## config.mk

```make
export PLATFORM = sky130hd
export DESIGN_NAME = pio_ports
export DESIGN_NICKNAME = d
export VERILOG_FILES = /design/src/rtl/pio_pkg.sv /design/src/rtl/pio_ports.sv /design/src/rtl/pio_sync.sv
export SDC_FILE = /design/constraint.sdc
export NUM_CORES = 1
export LEC_CHECK = 0
export CORE_ASPECT_RATIO = 1.4
export CORE_MARGIN = 2
export CORE_UTILIZATION = 56
export DETAILED_ROUTE_END_ITERATION = 10
export DONT_BUFFER_PORTS = 1
export GPL_ROUTABILITY_DRIVEN = 0
export GPL_TIMING_DRIVEN = 0
export PLACE_DENSITY = 0.69
export SLEW_MARGIN = 20
export SYNTH_ARGS = -nofsm -noshare
export SYNTH_HDL_FRONTEND = slang
export SYNTH_SLANG_ARGS = --single-unit
```

## constraint.sdc

```tcl
create_clock -name clk -period 2.4 [get_ports clk]
set_input_delay 0.48 -clock clk [delete_from_list [all_inputs] [get_ports clk]]
set_output_delay 0.48 -clock clk [all_outputs]
set_load 0.01 [all_outputs]
```

## src/rtl/pio_pkg.sv

```systemverilog
/*
  Constants for the parallel port bank: register offsets, implemented-bit masks and reset values.
  Assumes a byte-wide processor bus with a 4-bit address.
*/
// Operation
// - Fifty pins in parallel ports, each settable as input or output.
// - Data A-D at 0x00-0x03, direction A-D 0x04-0x07, E-H 0x08-0x0F.
// - Direction one drives the latch onto the pin; zero leaves it high impedance.
// - Reset clears port A and B direction registers.
// - Reset leaves port A data latches unchanged.
// - Data read returns latch for bits whose direction is one.
// - Data read returns synchronised pin level for bits whose direction is zero.
// - Data writes always update latches whatever the direction.
// - Direction registers are plain read/write storage.
// - Channel select takes a port B pin as analog; direction then ignored.
// - Analog port B bit reads zero if input, latch if output.
// - Port C has six data bits; bits 7 and 6 read zero; reset keeps them.
// - Clock output enable, direction bit 7, drives system clock on port C pin 2.
// - Port F has bits 6-0, port G 2-0, port H 1-0; others read zero.
// - Clock output enable overrides direction bit 2; reset clears it.
// - Reset clears all port C direction bits.
package pio_pkg;
    localparam logic [3:0] PIO_OFF_DATA_A = 4'h0;
    localparam logic [3:0] PIO_OFF_DATA_B = 4'h1;
    localparam logic [3:0] PIO_OFF_DATA_C = 4'h2;
    localparam logic [3:0] PIO_OFF_DATA_D = 4'h3;
    localparam logic [3:0] PIO_OFF_DIR_A = 4'h4;
    localparam logic [3:0] PIO_OFF_DIR_B = 4'h5;
    localparam logic [3:0] PIO_OFF_DIR_C = 4'h6;
    localparam logic [3:0] PIO_OFF_DIR_D = 4'h7;
    localparam logic [3:0] PIO_OFF_DATA_E = 4'h8;
    localparam logic [3:0] PIO_OFF_DATA_F = 4'h9;
    localparam logic [3:0] PIO_OFF_DATA_G = 4'hA;
    localparam logic [3:0] PIO_OFF_DATA_H = 4'hB;
    localparam logic [3:0] PIO_OFF_DIR_E = 4'hC;
    localparam logic [3:0] PIO_OFF_DIR_F = 4'hD;
    localparam logic [3:0] PIO_OFF_DIR_G = 4'hE;
    localparam logic [3:0] PIO_OFF_DIR_H = 4'hF;
    // Implemented-bit masks per port index A..H
    localparam logic [7:0] PIO_MASK_DATA_C = 8'h3F;
    localparam logic [7:0] PIO_MASK_DIR_C = 8'hBF;
    localparam logic [7:0] PIO_MASK_F = 8'h7F;
    localparam logic [7:0] PIO_MASK_G = 8'h07;
    localparam logic [7:0] PIO_MASK_H = 8'h03;
    localparam logic [7:0] PIO_MASK_FULL = 8'hFF;
    localparam int PIO_CLKOUT_BIT = 7;
    localparam int PIO_CLKOUT_PIN = 2;
    localparam logic [7:0] PIO_DIR_RESET = 8'h00;
    localparam int PIO_NUM_PORTS = 8;
    localparam int PIO_CH_W = 5;
endpackage

```

## src/rtl/pio_ports.sv

```systemverilog
/*
  Bank of eight memory-mapped parallel ports with data latches, direction registers,
  analog channel override on port B and system clock output on port C pin 2.
  Assumes a byte-wide processor bus on clk: bus_wr/bus_rd are one-cycle strobes,
  read data is registered and valid the cycle after bus_rd.
*/
`timescale 1ns/1ps
module pio_ports (
    input wire logic clk,
    input wire logic rst,
    input wire logic [3:0] bus_addr,
    input wire logic bus_wr,
    input wire logic bus_rd,
    input wire logic [7:0] bus_wdata,
    output logic [7:0] bus_rdata,
    input wire logic [4:0] converter_channel_select,
    input wire logic [63:0] pin_in,
    output logic [63:0] pin_out,
    output logic [63:0] pin_oe,
    output logic clock_output_enable
);
    logic [7:0] data_r [pio_pkg::PIO_NUM_PORTS];
    logic [7:0] dir_r [pio_pkg::PIO_NUM_PORTS];
    logic [7:0] level [pio_pkg::PIO_NUM_PORTS];
    logic [7:0] rdata_r;
    logic [63:0] pin_out_r;
    logic [63:0] pin_oe_r;
    logic clkout_r;
    logic [7:0] rd_mux;
    logic [7:0] analog_b;
    logic [2:0] sel_port;
    logic sel_dir;
    logic [63:0] out_nxt;
    logic [63:0] oe_nxt;

    // Offset to port index: bit 3 picks bank A-D or E-H, bit 2 picks data or direction
    function automatic logic [2:0] port_index(input logic [3:0] a);
        port_index = {a[3], a[1:0]};
    endfunction

    function automatic logic [7:0] data_mask(input logic [2:0] p);
        case (p)
            3'h2: data_mask = pio_pkg::PIO_MASK_DATA_C;
            3'h5: data_mask = pio_pkg::PIO_MASK_F;
            3'h6: data_mask = pio_pkg::PIO_MASK_G;
            3'h7: data_mask = pio_pkg::PIO_MASK_H;
            default: data_mask = pio_pkg::PIO_MASK_FULL;
        endcase
    endfunction

    function automatic logic [7:0] dir_mask(input logic [2:0] p);
        if (p == 3'h2) begin
            dir_mask = pio_pkg::PIO_MASK_DIR_C;
        end else begin
            dir_mask = data_mask(p);
        end
    endfunction

    assign sel_port = port_index(bus_addr);
    assign sel_dir = bus_addr[2];

    // Channels 0..7 map onto port B pins; larger codes leave every port B pin digital
    assign analog_b = (converter_channel_select < 5'h08) ?
                      (8'h01 << converter_channel_select[2:0]) : 8'h00;

    genvar g;
    generate
        for (g = 0; g < pio_pkg::PIO_NUM_PORTS; g++) begin : g_port
            pio_sync u_sync (
                .clk(clk),
                .rst(rst),
                .pin_in(pin_in[g*8 +: 8]),
                .level(level[g])
            );
        end
    endgenerate

    // Read value for the selected port
    logic [7:0] rd_data_val;
    logic [7:0] rd_dir;
    assign rd_dir = dir_r[sel_port] & dir_mask(sel_port);
    assign rd_data_val = ((rd_dir & data_r[sel_port]) |
                          (~rd_dir & level[sel_port] &
                           ((sel_port == 3'h1) ? ~analog_b : 8'hFF))) & data_mask(sel_port);
    assign rd_mux = sel_dir ? rd_dir : rd_data_val;

    always_ff @(posedge clk) begin
        if (rst) begin
            rdata_r <= 8'h00;
        end else if (bus_rd) begin
            rdata_r <= rd_mux;
        end
    end

    // Data latches have no reset: reset leaves them as they were
    always_ff @(posedge clk) begin
        if (bus_wr && !sel_dir) begin
            data_r[sel_port] <= bus_wdata & data_mask(sel_port);
        end
    end

    always_ff @(posedge clk) begin
        if (rst) begin
            for (int i = 0; i < pio_pkg::PIO_NUM_PORTS; i++) begin
                dir_r[i] <= pio_pkg::PIO_DIR_RESET;
            end
        end else if (bus_wr && sel_dir) begin
            dir_r[sel_port] <= bus_wdata & dir_mask(sel_port);
        end
    end

    // Pin drive: direction gates the buffer except where an alternate function owns it
    always_comb begin
        out_nxt = 64'h0;
        oe_nxt = 64'h0;
        for (int i = 0; i < pio_pkg::PIO_NUM_PORTS; i++) begin
            out_nxt[i*8 +: 8] = data_r[i] & data_mask(3'(i));
            oe_nxt[i*8 +: 8] = dir_r[i] & data_mask(3'(i));
        end
        oe_nxt[15:8] = dir_r[1] & ~analog_b;
        if (dir_r[2][pio_pkg::PIO_CLKOUT_BIT]) begin
            oe_nxt[16 + pio_pkg::PIO_CLKOUT_PIN] = 1'b1;
        end
    end

    always_ff @(posedge clk) begin
        if (rst) begin
            pin_out_r <= 64'h0;
            pin_oe_r <= 64'h0;
            clkout_r <= 1'b0;
        end else begin
            pin_out_r <= out_nxt;
            pin_oe_r <= oe_nxt;
            clkout_r <= dir_r[2][pio_pkg::PIO_CLKOUT_BIT];
        end
    end

    // Clock pin must toggle at clk rate, so it is muxed here from the registered enable
    logic [63:0] pin_out_mux;
    always_comb begin
        pin_out_mux = pin_out_r;
        pin_out_mux[16 + pio_pkg::PIO_CLKOUT_PIN] = clkout_r ? clk : pin_out_r[16 + pio_pkg::PIO_CLKOUT_PIN];
    end

    assign bus_rdata = rdata_r;
    assign pin_out = pin_out_mux;
    assign pin_oe = pin_oe_r;
    assign clock_output_enable = clkout_r;
endmodule // pio_ports

```

## src/rtl/pio_sync.sv

```systemverilog
/*
  Three-stage pin synchroniser with agreement filter for one 8-bit port.
  Assumes asynchronous pin levels and a single clock.
*/
`timescale 1ns/1ps
module pio_sync (
    input wire logic clk,
    input wire logic rst,
    input wire logic [7:0] pin_in,
    output logic [7:0] level
);
    logic [7:0] s1_r;
    logic [7:0] s2_r;
    logic [7:0] s3_r;
    logic [7:0] level_r;
    logic [7:0] agree;
    logic [7:0] level_nxt;

    assign agree = ~(s2_r ^ s3_r);
    assign level_nxt = (agree & s3_r) | (~agree & level_r);
    assign level = level_r;

    always_ff @(posedge clk) begin
        if (rst) begin
            s1_r <= 8'h00;
            s2_r <= 8'h00;
            s3_r <= 8'h00;
            level_r <= 8'h00;
        end else begin
            s1_r <= pin_in;
            s2_r <= s1_r;
            s3_r <= s2_r;
            level_r <= level_nxt;
        end
    end
endmodule // pio_sync

```

# ---- Yosys cells after proc, flatten, opt, wreduce, memory -nomap -nowiden
# Memories as Yosys holds them, arrays and structs flattened. A register that Yosys moved wholly into a read port is not among the register bits.
# Index checks and enable logic that the tools add are counted.
dict set report op_classes {
  shift 1
  n_lt_le_gt_ge 2
  div 0
  multipliers 0
  eq_ne 5
  muxes 24
  addsub 0
  n_bitwise 60
  reduce_logical 4
}
# operator count
set ops {}
lappend ops {{8-bit bitwise AND} 24}
lappend ops {{8-bit inverter} 18}
lappend ops {{8-bit 2-to-1 mux} 10}
lappend ops {{8-bit OR} 9}
lappend ops {{8-bit bitwise XOR} 8}
lappend ops {{8-bit case mux with 4 select lines} 1}
lappend ops {{8-bit binary-select mux with 3-bit select} 1}
lappend ops {{8-bit case mux with 3 select lines} 1}
lappend ops {{1-bit 2-to-1 mux} 10}
lappend ops {{3-bit == test, second input constant} 3}
lappend ops {{8-bit OR reduction} 1}
lappend ops {{1-bit by 3-bit left shift with 8-bit output, first input constant} 1}
lappend ops {{5-bit by 4-bit less-than comparator with 1-bit output, second input constant} 1}
lappend ops {{4-bit greater-or-equal comparator, second input constant} 1}
lappend ops {{3-bit inverter with 4-bit output} 1}
lappend ops {{3-bit by 1-bit == test with 1-bit output, second input constant} 1}
lappend ops {{3-bit by 2-bit == test with 1-bit output, second input constant} 1}
lappend ops {{3-bit 2-to-1 mux} 1}
lappend ops {{1-bit logical AND} 2}
lappend ops {{1-bit zero test} 1}
dict set report totals {
  mem_count 2
  ram_bits 128
  mem_bits_ro 0
  wordCells 135
  out_inout_bits 137
  ff_bits 343
  inputBits 85
  latch_bits 0
}
# name depth word_bits read_ports rd_clocked_by_memory_dff wr line
set memory_table {}
lappend memory_table {data_r 8 8 9 8 1 pio_ports.sv:22} ;# logic [7:0] data_r [pio_pkg::PIO_NUM_PORTS];
lappend memory_table {dir_r 8 8 9 6 8 pio_ports.sv:23} ;# logic [7:0] dir_r [pio_pkg::PIO_NUM_PORTS];

# ---- Depth between registers and ports, before layout
dict set report depth {
  ltp_word 10
  mapped_depth 8
  mapped_depth_nobuf 5
}

# ---- Modules after synthesis
# Synthesis repeated with hierarchy kept, for this count alone.
dict set report hier_totals {
  cells_unflattened 1420
  hier_area_um2 16304.4
}
# mod n_inst area_each_um2 seq_area_each_um2 cells_per_inst
set by_module_without_submodules {}
lappend by_module_without_submodules {pio_ports 1 8917.3 5335.1 756}
lappend by_module_without_submodules {pio_sync 8 923.4 640.6 83}

==> metrics.md <==
| Metric | Value |
|---|---|
| Status | finished clean |
| Number of top-level pins | 222 |
| Largest net degree at the start of global routing | 17 |
| Sum of met2 wire segment lengths after detailed routing | 18.9 mm |
| M1 wire length | 13.7 mm |
| Post-Syn Instances | 1320 |
| CP startpoint kind | clock port |
| Warning count from the yosys run | 0 |
| Final antenna-violating net count | 0 |
| Met3 wire length | 3.15 mm |
| Tot GR Track Use | 27.3% |
| Vertical extent of the die | 197 um |
| Core region area | 26200 um^2 |
| Post-layout nets | 1533 |
| Syn_area_per_cell | 11.3 um^2 |
| Min-delay worst type | in2reg |
| Biggest area consumer among synthesized cells | dfxtp_1 |
| Overflow after GRT | 0 |
| Worst Hold Slack | 34.5 ps |
| Die boundary width | 142 um |
| Slowest Stage Delay on Critical Path | 300 ps |
| Synth area leaders | dfxtp_1, edfxtp_1, nor2b_1 |
| Drt pass-1 iters | 6 |
| Transition time at the pin with the least slew margin | 1010 ps |
| Detailed-route wire length per cell | 21.0 um |
| Final setup violating endpoints | 0 |
| Number of design rule violations left after detail routing | 0 |
| Slew Limit Headroom | 31.6% |
| Number of buffers added on ports | 0 |
| Layout overhead on the synthesized area | 16.7% |
| Top cell type's share of synthesized area | 43.5% |
| Primary FF master, synth | dfxtp_1 |
| Category of the critical setup timing path | clk2out |
| PD cells | 879 nW/um^2 |
| Floorplan die area | 28000 um^2 |
| Library cells used by synthesis | 66 |
| Via count of the first global-routing pass | 9517 |
| Fraction of final layout cells with drive strength greater than 1 | 13.1% |
| Type of destination of the critical path | output port |
| Number of hold violations in the final report | 0 |
| Total length of routed wires | 37.9 mm |
| Cell breakdown of the critical path | clkbuf_16 -> clkbuf_16 -> mux2_2 |
| Number of rows in the core area | 70 |
| Proportion of synthesized flip-flops having asynchronous set or reset | 0% |
| RSZ-0062 raised after global routing | false |
| Final max-slew violation count | 0 |
| Wire length of the first global-routing pass | 56.3 mm |
| Starting density of the core | 57.1% |
| Synthesized area | 14900 um^2 |
| Summed area of non-filler cells in the final layout | 17400 um^2 |
| Portion of the post-synthesis area used by sequential elements | 64.0% |
| Max Clock Skew | 16.3 ps |
| Register bit total from synthesis | 427 |
| Maximum vdd drop | 0.821 mV |
| Setup TNS after final layout | 0 ps |
| Antenna violations before repair | 0 |
| Number of flops mapped to enable cells by yosys | 102 |
| Clock network latency to the later pin of the worst-skew pair | 650 ps |
| Total chip power | 15.3 mW |
| Setup slack on the worst flop-to-flop path | 350 ps |
| Placed standard-cell area | 15400 um^2 |
| Most numerous cell on the critical path | clkbuf_16 |
| Max-Cap Viols | 0 |
| Critical Path Fanout Max | 2 |
| Static leakage | 6.67 nW |
| Via Count | 9848 |
| Highest routing layer actually used | met4 |
| CTS clock-pin slew for the worst setup and hold paths | 60 ps |
| Starting DRT DRC Count | 964 |
| Detailed-placement wirelength estimate | 26.6 mm |
| Average vias per placed instance | 5.46 |
| WP data required | 1920 ps |
| Data arrival time at the worst-slack endpoint | 1750 ps |
| Clock tree from TritonCTS | done |
| Slowest cell on crit path | mux2_2 |
| Share of the core filled with cells | 66.6% |
-- layer usage --
| layer | global-route usage (%) | vias to the layer above |
|---|---|---|
| li1 | - | 4608 |
| met1 | 30.8 | 4560 |
| met2 | 47.7 | 540 |
| met3 | 6.30 | 140 |
| met4 | 14.3 | 0 |
| met5 | 0 | - |
-- layout make-up --
| class | count | area [um^2] |
|---|---|---|
| Multi-Input combinational cell | 764 | 4520 |
| Tap cell | 324 | 405 |
| Clock buffer | 60 | 1260 |
| Timing Repair Buffer | 57 | 571 |
| Inverter | 12 | 45.0 |
| Sequential cell | 427 | 9570 |
| Clock inverter | 14 | 151 |
| Buffer | 144 | 905 |
| Antenna cell | 2 | 5.00 |
| Fill cell | 2015 | 8750 |
-- synth_stat cells, types with 3 or more instances --
cell / instances
inv_1: 11
buf_6: 4
a311oi_1: 3
mux2i_1: 29
nand4_1: 3
buf_1: 3
a21oi_1: 64
and2_1: 3
nand2b_1: 10
o221ai_1: 7
mux2_2: 19
buf_2: 6
nand2_1: 77
o21ai_0: 67
or2_2: 3
buf_4: 84
a211oi_1: 3
a221oi_1: 3
a22oi_1: 9
nor2b_1: 262
nor3b_1: 6
nand3_1: 13
nor3_1: 8
edfxtp_1: 102
dfxtp_1: 325
clkbuf_1: 46
or3_1: 5
nor2_1: 85
o311a_1: 4
o211ai_1: 3
o22ai_1: 6
-- cell usage in the layout (no fill, tap or decap), types with 3 or more instances in the layout --
master         instances
o21ai_0               67
bufinv_16              3
nand3_1               13
buf_6                  4
a311oi_1               3
o311a_1                4
nand4_1                3
inv_1                 12
nor2_1                85
clkinv_2               8
dlygate4sd3_1         57
dfxtp_1              325
and2_1                 3
clkbuf_1              52
nor3_1                 8
buf_1                  3
buf_4                 84
o211ai_1               3
nor3b_1                6
clkbuf_16             44
edfxtp_1             102
conb_1                28
or3_1                  5
a211oi_1               3
o22ai_1                6
buf_2                  6
clkbuf_8              10
o221ai_1               7
nand2b_1              10
a221oi_1               3
a22oi_1                9
nor2b_1              262
a21oi_1               64
mux2_2                19
nand2_1               77
mux2i_1               29
or2_2                  3
-- timing repair --
action / CTS / global route
hold endpoints to repair: 71 / 0
buffers inserted: 0 / 0
hold buffers: 57 / 0
setup endpoints to repair: 0 / 0
gates resized for setup: 0 / 0
-- worst max-delay path: cells and delay by family --
family,cells,cell delay (ps)
buf+inv,2,250
mux,1,300
-- final timing paths --
| path | start | depth (start not counted) | to |
|---|---|---|---|
| worst min-delay path | bus_wdata[2] | 1 | dir_r[6][2] |
| worst max register to register | data_r[3][2] | 3 | bus_rdata[2] |
| worst min register to register | g_port[2].u_sync.s1_r[4] | 1 | g_port[2].u_sync.s2_r[4] |
| worst max-delay path | clk | 3 | pin_out[18] |
-- cells by family (layout without fill, tap and decap cells) --
| family | Yosys count | count (layout) | synth area share, % |
|---|---|---|---|
| AO/OA/AOI/OAI | 196 | 196 | 7.98 |
| buffers and inverters | 156 | 287 | 6.36 |
| flip-flops | 427 | 427 | 64.0 |
| multiplexers | 51 | 51 | 3.78 |
| other | 1 | 30 | 0.0251 |
| AND/OR/NAND/NOR | 489 | 489 | 17.8 |
-- through the flow --
stage	std cells	setup WS [ps]
finish	1804	170
global route	1802	163
detailed placement	1671	-249
global placement	1671	-205
CTS	1802	166
floorplan	1347	374
-- power breakdown --
group / switching (mW) / internal (mW)
Combinational: 0.533 / 0.372
Sequential: 0.173 / 7.64
Clock: 2.63 / 3.98
Total: 3.34 / 12.0
Power figures use the tool's default switching activity.
